**config.mk**
```make
export PLATFORM = sky130hd
export DESIGN_NAME = usbd_device_flat
export DESIGN_NICKNAME = d
export VERILOG_FILES = /design/src/usbd_ctrl_note.sv /design/src/usbd_pkg.sv /design/src/usbd_if.sv /design/src/usbd_device.sv /design/src/flat_wrapper.sv
export VERILOG_INCLUDE_DIRS = /design/src /design/src/src
export SDC_FILE = /design/constraint.sdc
export NUM_CORES = 1
export LEC_CHECK = 0
export BUFFER_PORTS_ARGS = -buffer_cell sky130_fd_sc_hd__buf_4
export CORE_AREA = 2 2 89 91
export DETAILED_ROUTE_END_ITERATION = 10
export DIE_AREA = 0 0 91 93
export GPL_ROUTABILITY_DRIVEN = 1
export GPL_TIMING_DRIVEN = 1
export PLACE_DENSITY = 0.76
export SLEW_MARGIN = 20
export SYNTH_ARGS = -nofsm -noshare
export SYNTH_HDL_FRONTEND = slang
export SYNTH_SLANG_ARGS = --single-unit
```
**constraint.sdc**
```tcl
create_clock -name i_clock -period 2.24 [get_ports i_clock]
set_clock_uncertainty 0.2 [all_clocks]
set_input_delay 0.224 -clock i_clock [delete_from_list [all_inputs] [get_ports i_clock]]
set_output_delay 0.224 -clock i_clock [all_outputs]
set_load 0.005 [all_outputs]
```
**src/usbd_defines.svh**
```systemverilog
// Constants shared by the USB descriptor/status device end and its controller end
`ifndef USBD_DEFINES_SVH
`define USBD_DEFINES_SVH

// ==========================================================================
// Register indices on the link between the ends
`define USBD_ADDR_BD        2'h0
`define USBD_ADDR_BUSCTL    2'h1
`define USBD_ADDR_ERR       2'h2

// ==========================================================================
// Descriptor status word fields
`define USBD_BD_OWN         15
`define USBD_BD_DTS         14
`define USBD_BD_PID_HI      13
`define USBD_BD_PID_LO      10
`define USBD_BD_BC_HI       9
`define USBD_BD_BC_LO       0

// ==========================================================================
// Bus control/status fields
`define USBD_BC_LIVE_J_LINE_STATE      7
`define USBD_BC_SE0         6
`define USBD_BC_TOKBSY      5
`define USBD_BC_RESET       4
`define USBD_BC_HOST_ROLE_ENABLE      3
`define USBD_BC_RESUME      2
`define USBD_BC_PPCLR       1
`define USBD_BC_FRAME_START_ENABLE       0
`define USBD_BC_WMASK       5'h1f

// ==========================================================================
// Error flag positions
`define USBD_ERR_BITSTUFF   7
`define USBD_ERR_OVERRUN    5
`define USBD_ERR_TURNAROUND 4
`define USBD_ERR_PARTIAL    3
`define USBD_ERR_CRC16      2
`define USBD_ERR_CRC5_EOF   1
`define USBD_ERR_PID        0
`define USBD_ERR_MASK       8'hbf

// ==========================================================================
// Controller register map on the software port
`define USBD_SW_CMD         2'h0
`define USBD_SW_BD          2'h1
`define USBD_SW_ERR         2'h2
`define USBD_SW_BUSCTL      2'h3

// ==========================================================================
// Timing
`define USBD_CLK_HZ         40000000
`define USBD_RESET_MS       50
`define USBD_RESUME_MS      10

`endif

```
**src/usbd_ctrl_note.sv**
```systemverilog
// Holds no logic: the controller end is complete in its own module

```
**src/usbd_pkg.sv**
```systemverilog
// Types shared by the USB descriptor/status device end and its controller end
package usbd_pkg;

    // ======================================================================
    // Controller sequencing states
    typedef enum logic [1:0] {
        USBD_ST_IDLE = 2'b01,
        USBD_ST_WAIT = 2'b10
    } usbd_state_e;

    typedef logic [15:0] usbd_word_t;

endpackage : usbd_pkg

```
**src/usbd_if.sv**
```systemverilog
// Register link between the controller end and the device end
interface usbd_if;
    logic                  req_valid;
    logic                  req_ready;
    logic                  req_write;
    logic [1:0]            req_addr;
    usbd_pkg::usbd_word_t  req_wdata;
    logic                  rsp_valid;
    logic                  rsp_ready;
    usbd_pkg::usbd_word_t  rsp_data;

    modport dev (
        input  req_valid, req_write, req_addr, req_wdata, rsp_ready,
        output req_ready, rsp_valid, rsp_data
    );

    modport ctl (
        output req_valid, req_write, req_addr, req_wdata, rsp_ready,
        input  req_ready, rsp_valid, rsp_data
    );
endinterface : usbd_if

```
**src/usbd_device.sv**
```systemverilog
// Device end: descriptor status word, live bus flags, bus control bits and error flags
//
// Behaviour
// Engine-owned descriptor is never altered by software
// Toggle flag selects DATA1 or DATA0
// Engine records received or returned PID
// Byte count loaded, then replaced by actual
// Live J flag per bus speed
// Live single-ended zero flag
// Token busy flag while token executes
// Reset bit drives reset, held 50 ms
// Resume bit drives resume, held 10 ms
// Bit stuffing violation sets its flag
// Overrun truncates to count, sets flag
// Turnaround time-out sets its flag
// Partial byte data field sets flag
// CRC16 failure sets its flag
// Token CRC5 fail, or host end-of-frame
// PID complement failure sets its flag
// Word write of one clears flag
// Never clear flags by read-modify-write
// Flags stay set until software clears
`include "usbd_defines.svh"

module usbd_device (
    input  wire logic        i_clock,         // System clock
    input  wire logic        i_nrst,          // Asynchronous reset, active low
    usbd_if.dev              link,            // Register link from the controller
    input  wire logic        i_dp,            // D+ line level
    input  wire logic        i_dm,            // D- line level
    input  wire logic        i_low_speed,     // Bus runs at low speed
    input  wire logic        i_token_active,  // Engine is executing a token
    input  wire logic        i_xfer_done,     // Transfer complete pulse
    input  wire logic [3:0]  i_xfer_pid,      // PID or status of the transfer
    input  wire logic [10:0] i_xfer_bytes,    // Bytes actually moved or offered
    input  wire logic        i_err_bitstuff,  // Bit stuffing violation pulse
    input  wire logic        i_err_turnaround, // Turnaround time-out pulse
    input  wire logic        i_err_partial,   // Non-integral data field pulse
    input  wire logic        i_err_crc16,     // Data CRC failure pulse
    input  wire logic        i_err_crc5,      // Token CRC failure pulse
    input  wire logic        i_err_eof,       // End-of-frame error pulse
    input  wire logic        i_err_pid,       // PID check failure pulse
    output logic             o_owned,         // Engine owns the descriptor
    output logic             o_data1,         // Packet type is DATA1
    output logic [9:0]       o_byte_count,    // Descriptor byte count
    output logic             o_token_reject,  // Token dropped for CRC5 error
    output logic             o_reset_drive,   // Drive USB reset signalling
    output logic             o_resume_drive,  // Drive resume signalling
    output logic             o_host_en,       // Host role enabled
    output logic             o_pp_clear,      // Ping-pong pointers held clear
    output logic             o_sof_en         // Start-of-frame generation on
);

    // ======================================================================
    // State
    typedef struct packed {
        logic                        own;
        logic                        data_toggle_select;
        logic [3:0]                  pid;
        logic [9:0]                  bc;
        logic                        live_j_line_state;
        logic                        se0;
        logic                        tokbsy;
        logic [4:0]                  ctl;
        logic [7:0]                  err;
        logic                        reject;
        logic [1:0][15:0]            fifo;
        logic                        wptr;
        logic                        rptr;
        logic [1:0]                  count;
    } usbd_dev_s;

    usbd_dev_s st;
    usbd_dev_s next_st;

    logic                 take;
    logic                 wr_bd;
    logic                 wr_ctl;
    logic                 wr_err;
    logic                 push;
    logic                 pop;
    logic [15:0]          rd_word;
    logic [7:0]           err_set;
    logic [7:0]           err_clr;
    logic                 j_now;

    // ======================================================================
    // Link handshake
    // Ready drops only when both answer slots are taken, so a stalled
    // controller never loses a read answer.
    assign link.req_ready = (st.count != 2'h2) || pop;
    assign link.rsp_valid = (st.count != 2'h0);
    assign link.rsp_data  = st.fifo[st.rptr];

    assign take   = link.req_valid && link.req_ready;
    assign wr_bd  = take && link.req_write && (link.req_addr == `USBD_ADDR_BD);
    assign wr_ctl = take && link.req_write && (link.req_addr == `USBD_ADDR_BUSCTL);
    assign wr_err = take && link.req_write && (link.req_addr == `USBD_ADDR_ERR);
    assign push   = take && !link.req_write;
    assign pop    = link.rsp_valid && link.rsp_ready;

    // ======================================================================
    // Read word selection
    always_comb begin
        rd_word = 16'h0000;
        unique case (link.req_addr)
            `USBD_ADDR_BD: begin
                rd_word = {st.own, st.data_toggle_select, st.pid, st.bc};
            end
            `USBD_ADDR_BUSCTL: begin
                rd_word = {8'h00, st.live_j_line_state, st.se0, st.tokbsy, st.ctl};
            end
            `USBD_ADDR_ERR: begin
                rd_word = {8'h00, st.err};
            end
            default: begin
                rd_word = 16'h0000;
            end
        endcase
    end

    // ======================================================================
    // Error event collection
    always_comb begin
        err_set = 8'h00;
        err_set[`USBD_ERR_BITSTUFF]   = i_err_bitstuff;
        err_set[`USBD_ERR_TURNAROUND] = i_err_turnaround;
        err_set[`USBD_ERR_PARTIAL]    = i_err_partial;
        err_set[`USBD_ERR_CRC16]      = i_err_crc16;
        err_set[`USBD_ERR_CRC5_EOF]   = st.ctl[`USBD_BC_HOST_ROLE_ENABLE] ? i_err_eof : i_err_crc5;
        err_set[`USBD_ERR_PID]        = i_err_pid;
        err_set[`USBD_ERR_OVERRUN]    = i_xfer_done && st.own
                                        && (i_xfer_bytes > {1'b0, st.bc});
        err_clr = wr_err ? (link.req_wdata[7:0] & `USBD_ERR_MASK) : 8'h00;
    end

    // J is differential one at full speed and differential zero at low speed
    assign j_now = i_low_speed ? (!i_dp && i_dm) : (i_dp && !i_dm);

    // ======================================================================
    // Next state
    always_comb begin
        next_st = st;

        next_st.live_j_line_state = j_now;
        next_st.se0    = !i_dp && !i_dm;
        next_st.tokbsy = i_token_active;
        next_st.reject = i_err_crc5 && !st.ctl[`USBD_BC_HOST_ROLE_ENABLE];

        // Set wins over a clear in the same cycle; nothing else clears
        next_st.err = ((st.err & ~err_clr) | err_set) & `USBD_ERR_MASK;

        if (wr_ctl) begin
            next_st.ctl = link.req_wdata[4:0] & `USBD_BC_WMASK;
        end

        // Software may only touch the descriptor while it holds it
        if (wr_bd && !st.own) begin
            next_st.own = link.req_wdata[`USBD_BD_OWN];
            next_st.data_toggle_select = link.req_wdata[`USBD_BD_DTS];
            next_st.pid = link.req_wdata[`USBD_BD_PID_HI:`USBD_BD_PID_LO];
            next_st.bc  = link.req_wdata[`USBD_BD_BC_HI:`USBD_BD_BC_LO];
        end

        // Completion hands the descriptor back with the actual count;
        // an overrun leaves the count at the limit the data was cut to
        if (i_xfer_done && st.own) begin
            next_st.own = 1'b0;
            next_st.pid = i_xfer_pid;
            if (i_xfer_bytes <= {1'b0, st.bc}) begin
                next_st.bc = i_xfer_bytes[9:0];
            end else begin
                next_st.bc = st.bc;
            end
        end

        // Two-entry answer buffer
        if (push) begin
            next_st.fifo[st.wptr] = rd_word;
            next_st.wptr          = ~st.wptr;
        end
        if (pop) begin
            next_st.rptr = ~st.rptr;
        end
        unique case ({push, pop})
            2'b10: begin
                next_st.count = st.count + 2'h1;
            end
            2'b01: begin
                next_st.count = st.count - 2'h1;
            end
            default: begin
                next_st.count = st.count;
            end
        endcase
    end

    // ======================================================================
    // Registers
    always_ff @(posedge i_clock or negedge i_nrst) begin
        if (!i_nrst) begin
            st <= '0;
        end else begin
            st <= next_st;
        end
    end

    // ======================================================================
    // Outputs
    assign o_owned        = st.own;
    assign o_data1        = st.data_toggle_select;
    assign o_byte_count   = st.bc;
    assign o_token_reject = st.reject;
    assign o_reset_drive  = st.ctl[`USBD_BC_RESET];
    assign o_resume_drive = st.ctl[`USBD_BC_RESUME];
    assign o_host_en      = st.ctl[`USBD_BC_HOST_ROLE_ENABLE];
    assign o_pp_clear     = st.ctl[`USBD_BC_PPCLR];
    assign o_sof_en       = st.ctl[`USBD_BC_FRAME_START_ENABLE];

endmodule : usbd_device

```
**src/flat_wrapper.sv**
```systemverilog
// flat-port wrapper written by rule: the top's interface ports become plain ports
module usbd_device_flat 
  (i_clock, i_nrst, i_dp, i_dm, i_low_speed, i_token_active, i_xfer_done, i_xfer_pid, i_xfer_bytes, i_err_bitstuff, i_err_turnaround, i_err_partial, i_err_crc16, i_err_crc5, i_err_eof, i_err_pid, o_owned, o_data1, o_byte_count, o_token_reject, o_reset_drive, o_resume_drive, o_host_en, o_pp_clear, o_sof_en, link_req_valid, link_req_write, link_req_addr, link_req_wdata, link_rsp_ready, link_req_ready, link_rsp_valid, link_rsp_data);
  usbd_if link_i ();
  input  wire logic i_clock;
  input  wire logic i_nrst;
  input  wire logic i_dp;
  input  wire logic i_dm;
  input  wire logic i_low_speed;
  input  wire logic i_token_active;
  input  wire logic i_xfer_done;
  input  wire logic [3:0] i_xfer_pid;
  input  wire logic [10:0] i_xfer_bytes;
  input  wire logic i_err_bitstuff;
  input  wire logic i_err_turnaround;
  input  wire logic i_err_partial;
  input  wire logic i_err_crc16;
  input  wire logic i_err_crc5;
  input  wire logic i_err_eof;
  input  wire logic i_err_pid;
  output logic o_owned;
  output logic o_data1;
  output logic [9:0] o_byte_count;
  output logic o_token_reject;
  output logic o_reset_drive;
  output logic o_resume_drive;
  output logic o_host_en;
  output logic o_pp_clear;
  output logic o_sof_en;
  input wire logic [$bits(link_i.req_valid)-1:0] link_req_valid;
  input wire logic [$bits(link_i.req_write)-1:0] link_req_write;
  input wire logic [$bits(link_i.req_addr)-1:0] link_req_addr;
  input wire logic [$bits(link_i.req_wdata)-1:0] link_req_wdata;
  input wire logic [$bits(link_i.rsp_ready)-1:0] link_rsp_ready;
  output wire logic [$bits(link_i.req_ready)-1:0] link_req_ready;
  output wire logic [$bits(link_i.rsp_valid)-1:0] link_rsp_valid;
  output wire logic [$bits(link_i.rsp_data)-1:0] link_rsp_data;
  assign link_i.req_valid = link_req_valid;
  assign link_i.req_write = link_req_write;
  assign link_i.req_addr = link_req_addr;
  assign link_i.req_wdata = link_req_wdata;
  assign link_i.rsp_ready = link_rsp_ready;
  assign link_req_ready = link_i.req_ready;
  assign link_rsp_valid = link_i.rsp_valid;
  assign link_rsp_data = link_i.rsp_data;
  usbd_device u_core (.i_clock(i_clock), .i_nrst(i_nrst), .link(link_i), .i_dp(i_dp), .i_dm(i_dm), .i_low_speed(i_low_speed), .i_token_active(i_token_active), .i_xfer_done(i_xfer_done), .i_xfer_pid(i_xfer_pid), .i_xfer_bytes(i_xfer_bytes), .i_err_bitstuff(i_err_bitstuff), .i_err_turnaround(i_err_turnaround), .i_err_partial(i_err_partial), .i_err_crc16(i_err_crc16), .i_err_crc5(i_err_crc5), .i_err_eof(i_err_eof), .i_err_pid(i_err_pid), .o_owned(o_owned), .o_data1(o_data1), .o_byte_count(o_byte_count), .o_token_reject(o_token_reject), .o_reset_drive(o_reset_drive), .o_resume_drive(o_resume_drive), .o_host_en(o_host_en), .o_pp_clear(o_pp_clear), .o_sof_en(o_sof_en));
endmodule
```
# Word level (Yosys, flattened, before mapping)
# Cells that the tools add are included.
dict set report word_totals {
  wordCells 73
  in_bits 50
  register_bits 68
}
dict set report classes {
  magnitude_cmp 5
  mux 14
  bitwise_logic 5
  eq_ne 6
  n_reduce_logical 26
  addsub 2
}
# op count
set op_table {}
lappend op_table {{2-to-1 mux 16 bit} 4}
lappend op_table {{case mux 16 bit (3 select lines)} 1}
lappend op_table {{bitwise mux 32 bit} 1}
lappend op_table {{demux 16 bit (select 1 bit)} 1}
lappend op_table {{logical AND 1 bit} 15}
lappend op_table {{2-to-1 mux 14 bit} 1}
lappend op_table {{> comparator 11 x 10 -> 1 bit} 1}
lappend op_table {{less-or-equal comparator 11 x 10 -> 1 bit} 1}
lappend op_table {{2-to-1 mux 10 bit} 1}
lappend op_table {{bitwise AND 8 bit} 1}
lappend op_table {{2-to-1 mux 8 bit} 1}
lappend op_table {{NOT 8 bit} 1}
lappend op_table {{bitwise OR 8 bit} 1}
lappend op_table {{nonzero test 2 bit} 3}
lappend op_table {{logical NOT 1 bit} 5}
lappend op_table {{equality test 2 x 1 -> 1 bit (second input constant)} 2}
lappend op_table {{equality test 2 bit (second input constant)} 2}
lappend op_table {{less-than comparator 1 x 2 -> 1 bit (second input constant)} 2}
lappend op_table {{!= test 2 bit (second input constant)} 2}
lappend op_table {{case mux 2 bit (2 select lines)} 1}
lappend op_table {{2-to-1 mux 1 bit} 3}
lappend op_table {{adder 2 x 1 -> 2 bit (second input constant)} 1}
lappend op_table {{logical NOT 2 bit} 1}
lappend op_table {{NOT 1 bit} 2}
lappend op_table {{other kinds (4)} 4}

# Longest topological paths before layout
dict set report logic_depth {
  word_depth 10
  ltp_mapped 8
  mapped_depth_nobuf 7
}

# Worst setup path before layout
# Ideal clock, no wire load.
dict set report synth_timing {
  path_kind {flip-flop to flip-flop}
  startpoint {register u_core.st (netlist bit u_core.o_byte_count[2])}
  endpoint {register u_core.st (netlist bit u_core.o_byte_count[0])}
  required_time_ns 1.915
  path_slack_ns 0.037
  arrival_time_ns 1.877
  path_stages_with_launch 9
  path_cell_list {dfrtp_1 > inv_1 > ha_1 > a21oi_1 > a21oi_1 > a2111oi_2 > a311oi_2 > buf_6 > mux2_4}
}
dict set report synth_between {
  elab_chain_cells 3
}
# element line_no
set synth_rtl {}
lappend synth_rtl {{start, declared} usbd_device.sv:73} ;# usbd_dev_s st;
lappend synth_rtl {{start signal, assigned} usbd_device.sv:204} ;# st <= next_st;
lappend synth_rtl {{less-or-equal comparator 11 x 10 -> 1 bit} usbd_device.sv:170} ;# if (i_xfer_bytes <= {1'b0, st.bc}) begin
lappend synth_rtl {{!= test 2 bit (no source line)} -}
lappend synth_rtl {{AND reduction 2 bit (no source line)} -}
# No other way between the ends.
# A chain may end at the register's enable or synchronous reset.

# Worst setup path after layout
dict set report layout_timing {
  startpoint {register u_core.st (netlist bit u_core.o_byte_count[9])}
  endpoint {register u_core.st (netlist bit u_core.o_byte_count[6])}
}
# The elaborated chain is that of the path after synthesis.

==> results.md <==
* Pwr Density at ~900 nW/um^2
* Simple-gate share of the synthesized area at ~8.4%
* Worst skew pair latency at 340 ps
* Vias per std cell at ~5.2
* Status: finished, violations left
* R2r setup slk at -50 ps
* Internal power at 0.00311 W
* Die ar. at around 8500 um^2
* Ports at 86
* Wire per inst at 16.6 um
* Hold Crit Start: i_xfer_bytes[5]
* Syn nets at approximately 350
* Cell area after synthesis at 3480 um^2
* Port Buf Inserts at 85
* Synthesis-to-layout area growth at 42.9%
* Reg2reg path depth at 7
* FMAX at 437 MHz
* Vias in the first global route at 2747
* Core area at 7530 um^2
* Reg area at 1700 um^2
* Final GP Congestion at between 0.8 and 0.9
* Critical Path Sink Type: flip-flop
* Final net count at 482
* Post-placement cell count at 470
* Failing checks: setup timing
* Crit path kind: reg2reg
* Mux cell area share after synthesis at roughly 23%
* Initial Util at 46.2%
* Worst Hold Depth at 3
* # H-tree levels at 3
* Detailed placer's ending HPWL at 5810 um
* Main combinational cell family by area after synthesis: multiplexers
* First-iteration detailed-routing DRC count at between 90 and 100
* CTS tree: yes
* HP Class: in2reg
* Crit-path max cell delay at between 400 and 500 ps
* XOR/XNOR Fraction of Synth Area at a little over 1%
* Root Driver: clkbuf_8
* Clk sinks at 68
* Post-Syn Instances at 288
* Largest net degree at the start of global routing at 69
* Post-synth EDFFs at 0
* Avg Cell Area, Syn at roughly 12 um^2
* Initial antenna violation count at 0
* Slew @ Worst Pin at roughly 850 ps
* Delay-heaviest family, CP: simple AND/OR/NAND/NOR gates
* Hold endpoint: u_core.o_byte_count[5]
* Final std cells w/o fill at 528
* Pleak at between 2 and 2.5 nW
* Fin. Hold Viols at 0
* NetSw at 0.00135 W
* DR vias at approximately 2700
* Tmin final at 2290 ps
* Critical path fanouts, max at 4
* Layout cell share with drive strength beyond 1 at around 47%
* Post-Synth Adder-Cell Area at 3.96%
* Max Cap Violations at 0
* Num rows at 32
* Fin crit share at 102%
* Worst Path Required at between 2000 and 2500 ps
* Ys flop type: dfrtp_1
* Max stage delay cell, worst path: a311oi_4
* Clock-pin slew on the worst setup and hold paths at ~80 ps
* Yosys reg bits at 68
* Clock power share at roughly 23%
* Slew Limit Fails at 0
* FFs w/ async S/R, synth at 100%
* Multi-input logic area at between 1500 and 2000 um^2
* Sw Share at approximately 30%
* Diodes inserted at 0
* Register area share after synthesis at between 40% and 50%
* Sequential Power Share at 39.9%
* Critical Path AT at ~2300 ps
* Total wire length at ~9000 um
* Chip Height at between 90 and 100 um
* RSZ-0062 raised after global routing: true
* DRC Markers at 0
* Reg-to-reg endpoint: u_core.o_byte_count[6]
* Largest vdd supply drop at 0.429 mV
* Buf/Inv on CP at 2
* Yosys warns at 0
* First-pass DRT Iterations at 4
* Startpoint types: flip-flop
* CTS Buffer Depth at 2
* Cell variety after synth at 40
* Die X-Extent at just over 90 um
* Final setup fails at 1
* CP Cell Sequence: inv_2, ha_4, nand4b_1, and3_4, a311oi_4, buf_6, mux2i_1
* Global-route wire length before repair at 13300 um
* Gr ovfl total at 0
* Cts bufs inserted at 9
* Post-synthesis compound-gate area fraction at under 10%
* Fill cells at between 500 and 600
* Max-slew headroom at between 40% and 50%
* GRT Total Usage at between 20% and 30%
* Total power draw at ~0.0045 W
* RR Startpoint: u_core.o_byte_count[9]
* Comb power frac at between 30% and 40%
* PnR worst setup slack at -45.9 ps
* Antenna violation net count after detailed routing at 0
## layout make-up
type	instances	area share, %
Multi-Input combinational cell	186	34.3
Sequential cell	68	34.2
Timing Repair Buffer	145	24.1
Tap cell	102	2.57
Clock buffer	9	2.49
Clock inverter	7	1.51
Inverter	11	0.831
## sequential cells by signal (all words and copies together) (netlist names)
signal,cells
u_core.o_sof_en,1
u_core.o_host_en,1
u_core.o_data1,1
u_core.o_pp_clear,1
u_core.o_reset_drive,1
u_core.o_owned,1
u_core.o_resume_drive,1
u_core.st,50
u_core.o_token_reject,1
u_core.o_byte_count,10
## how the worst max path moves through the flow
| stage | from | to | slack, ps | cells past startpoint |
|---|---|---|---|---|
| 2_1_floorplan | u_core.o_byte_count[2] | u_core.o_byte_count[0] | 40 | 8 |
| 4_1_cts | u_core.o_byte_count[6] | u_core.o_byte_count[7] | 4 | 8 |
| 5_1_grt | u_core.o_byte_count[6] | u_core.o_byte_count[6] | -140 | 8 |
| 3_3_place_gp | u_core.o_byte_count[9] | u_core.o_byte_count[0] | 9 | 7 |
| 3_5_place_dp | u_core.o_byte_count[7] | u_core.o_byte_count[0] | 4 | 7 |
| 6_report | u_core.o_byte_count[9] | u_core.o_byte_count[6] | -50 | 7 |
## logic make-up (layout without fill, tap and decap cells)
group / after synthesis / count (layout)
muxes: 72 / 72
DFF: 68 / 68
and+or+nand+nor: 56 / 56
AOI/OAI and AO/OA: 43 / 43
buffers and inverters: 34 / 172
adders and majority gates: 11 / 11
xor gates and xnor gates: 4 / 4
## routing by layer
metal  track usage [%]  share of wire [%]  vias to the layer above
met5                 0                  0                        -
met4              9.60                2.7                        0
met3              3.30                5.1                       20
met2              33.2                 50                      102
met1              26.1                 42                     1343
li1                  -                  -                     1284
## through the flow
step / area (um^2) / TNS (ps) / hold WS (ps) / setup WS [ps] / util, %
floorplan: 3480 / 0 / -272 / 37.4 / -
CTS: 4790 / 0 / 0.162 / 3.85 / 63.6
global placement: 4240 / 0 / 135 / 8.61 / 56.3
detailed placement: 4240 / 0 / 136 / 3.81 / 56.3
finish: 4970 / -45.9 / 22.4 / -45.9 / 66.0
global route: 4970 / -612 / 31.8 / -139 / 66.0
## cell usage in the layout (no fill, tap or decap), types with 3 or more instances in the layout
master / Yosys / routed
a22oi_1: 9 / 9
nand2_1: 22 / 22
and2_1: 7 / 7
ha_1: 11 / 5
inv_1: 11 / 7
nor2_1: 8 / 8
mux2i_1: 17 / 17
dfrtp_1: 68 / 68
o21ai_0: 10 / 10
mux2_2: 54 / 54
inv_2: 0 / 4
clkbuf_8: 0 / 9
buf_4: 12 / 106
a22o_1: 5 / 5
ha_4: 0 / 6
a21o_1: 10 / 10
clkinvlp_4: 0 / 3
dlygate4sd3_1: 0 / 36
nor3_1: 3 / 3
## what timing repair did
| action | 4_1_cts | 5_1_grt |
|---|---|---|
| setup endpoints to repair | 9 | 11 |
| hold endpoints to repair | 97 | 1 |
| pin swaps | 2 | 5 |
| cloned | 0 | 0 |
| setup buffers | 0 | 6 |
| hold buffers | 35 | 1 |
| gates resized for setup | 1 | 18 |
## cells in the mapped netlist, types with 2 or more instances
cell / number / share of area, %
xor2_1: 2 / 0.50
buf_6: 3 / 0.97
nor2b_1: 3 / 0.54
buf_2: 2 / 0.29
a21o_1: 10 / 2.2
nand3b_1: 2 / 0.43
mux2i_1: 17 / 4.9
and2_1: 7 / 1.3
nor2_1: 8 / 0.86
nand4b_1: 2 / 0.50
a22o_1: 5 / 1.3
clkbuf_1: 5 / 0.54
nor3_1: 3 / 0.43
inv_1: 11 / 1.2
o21ai_0: 10 / 1.4
buf_4: 12 / 2.6
nand2_1: 22 / 2.4
xnor2_1: 2 / 0.50
mux2_2: 54 / 17
a21oi_1: 3 / 0.43
dfrtp_1: 68 / 49
a22oi_1: 9 / 1.9
ha_1: 11 / 4.0
## power by group through the flow
stage	Combinational [W]	Sequential [W]	Clock, W
after floorplan	0.000911	0.00174	0
after global placement	0.00147	0.00178	0
after detailed placement	0.00150	0.00180	0
after CTS	0.00155	0.00178	0.00103
after global routing	0.00179	0.00183	0.00108
final	0.00166	0.00178	0.00102
## worst min-delay path: stages
cell and delay, ps:
buf_4 100, a22oi_1 70, mux2i_1 120
No activity file was read; power rests on OpenSTA's default activity.
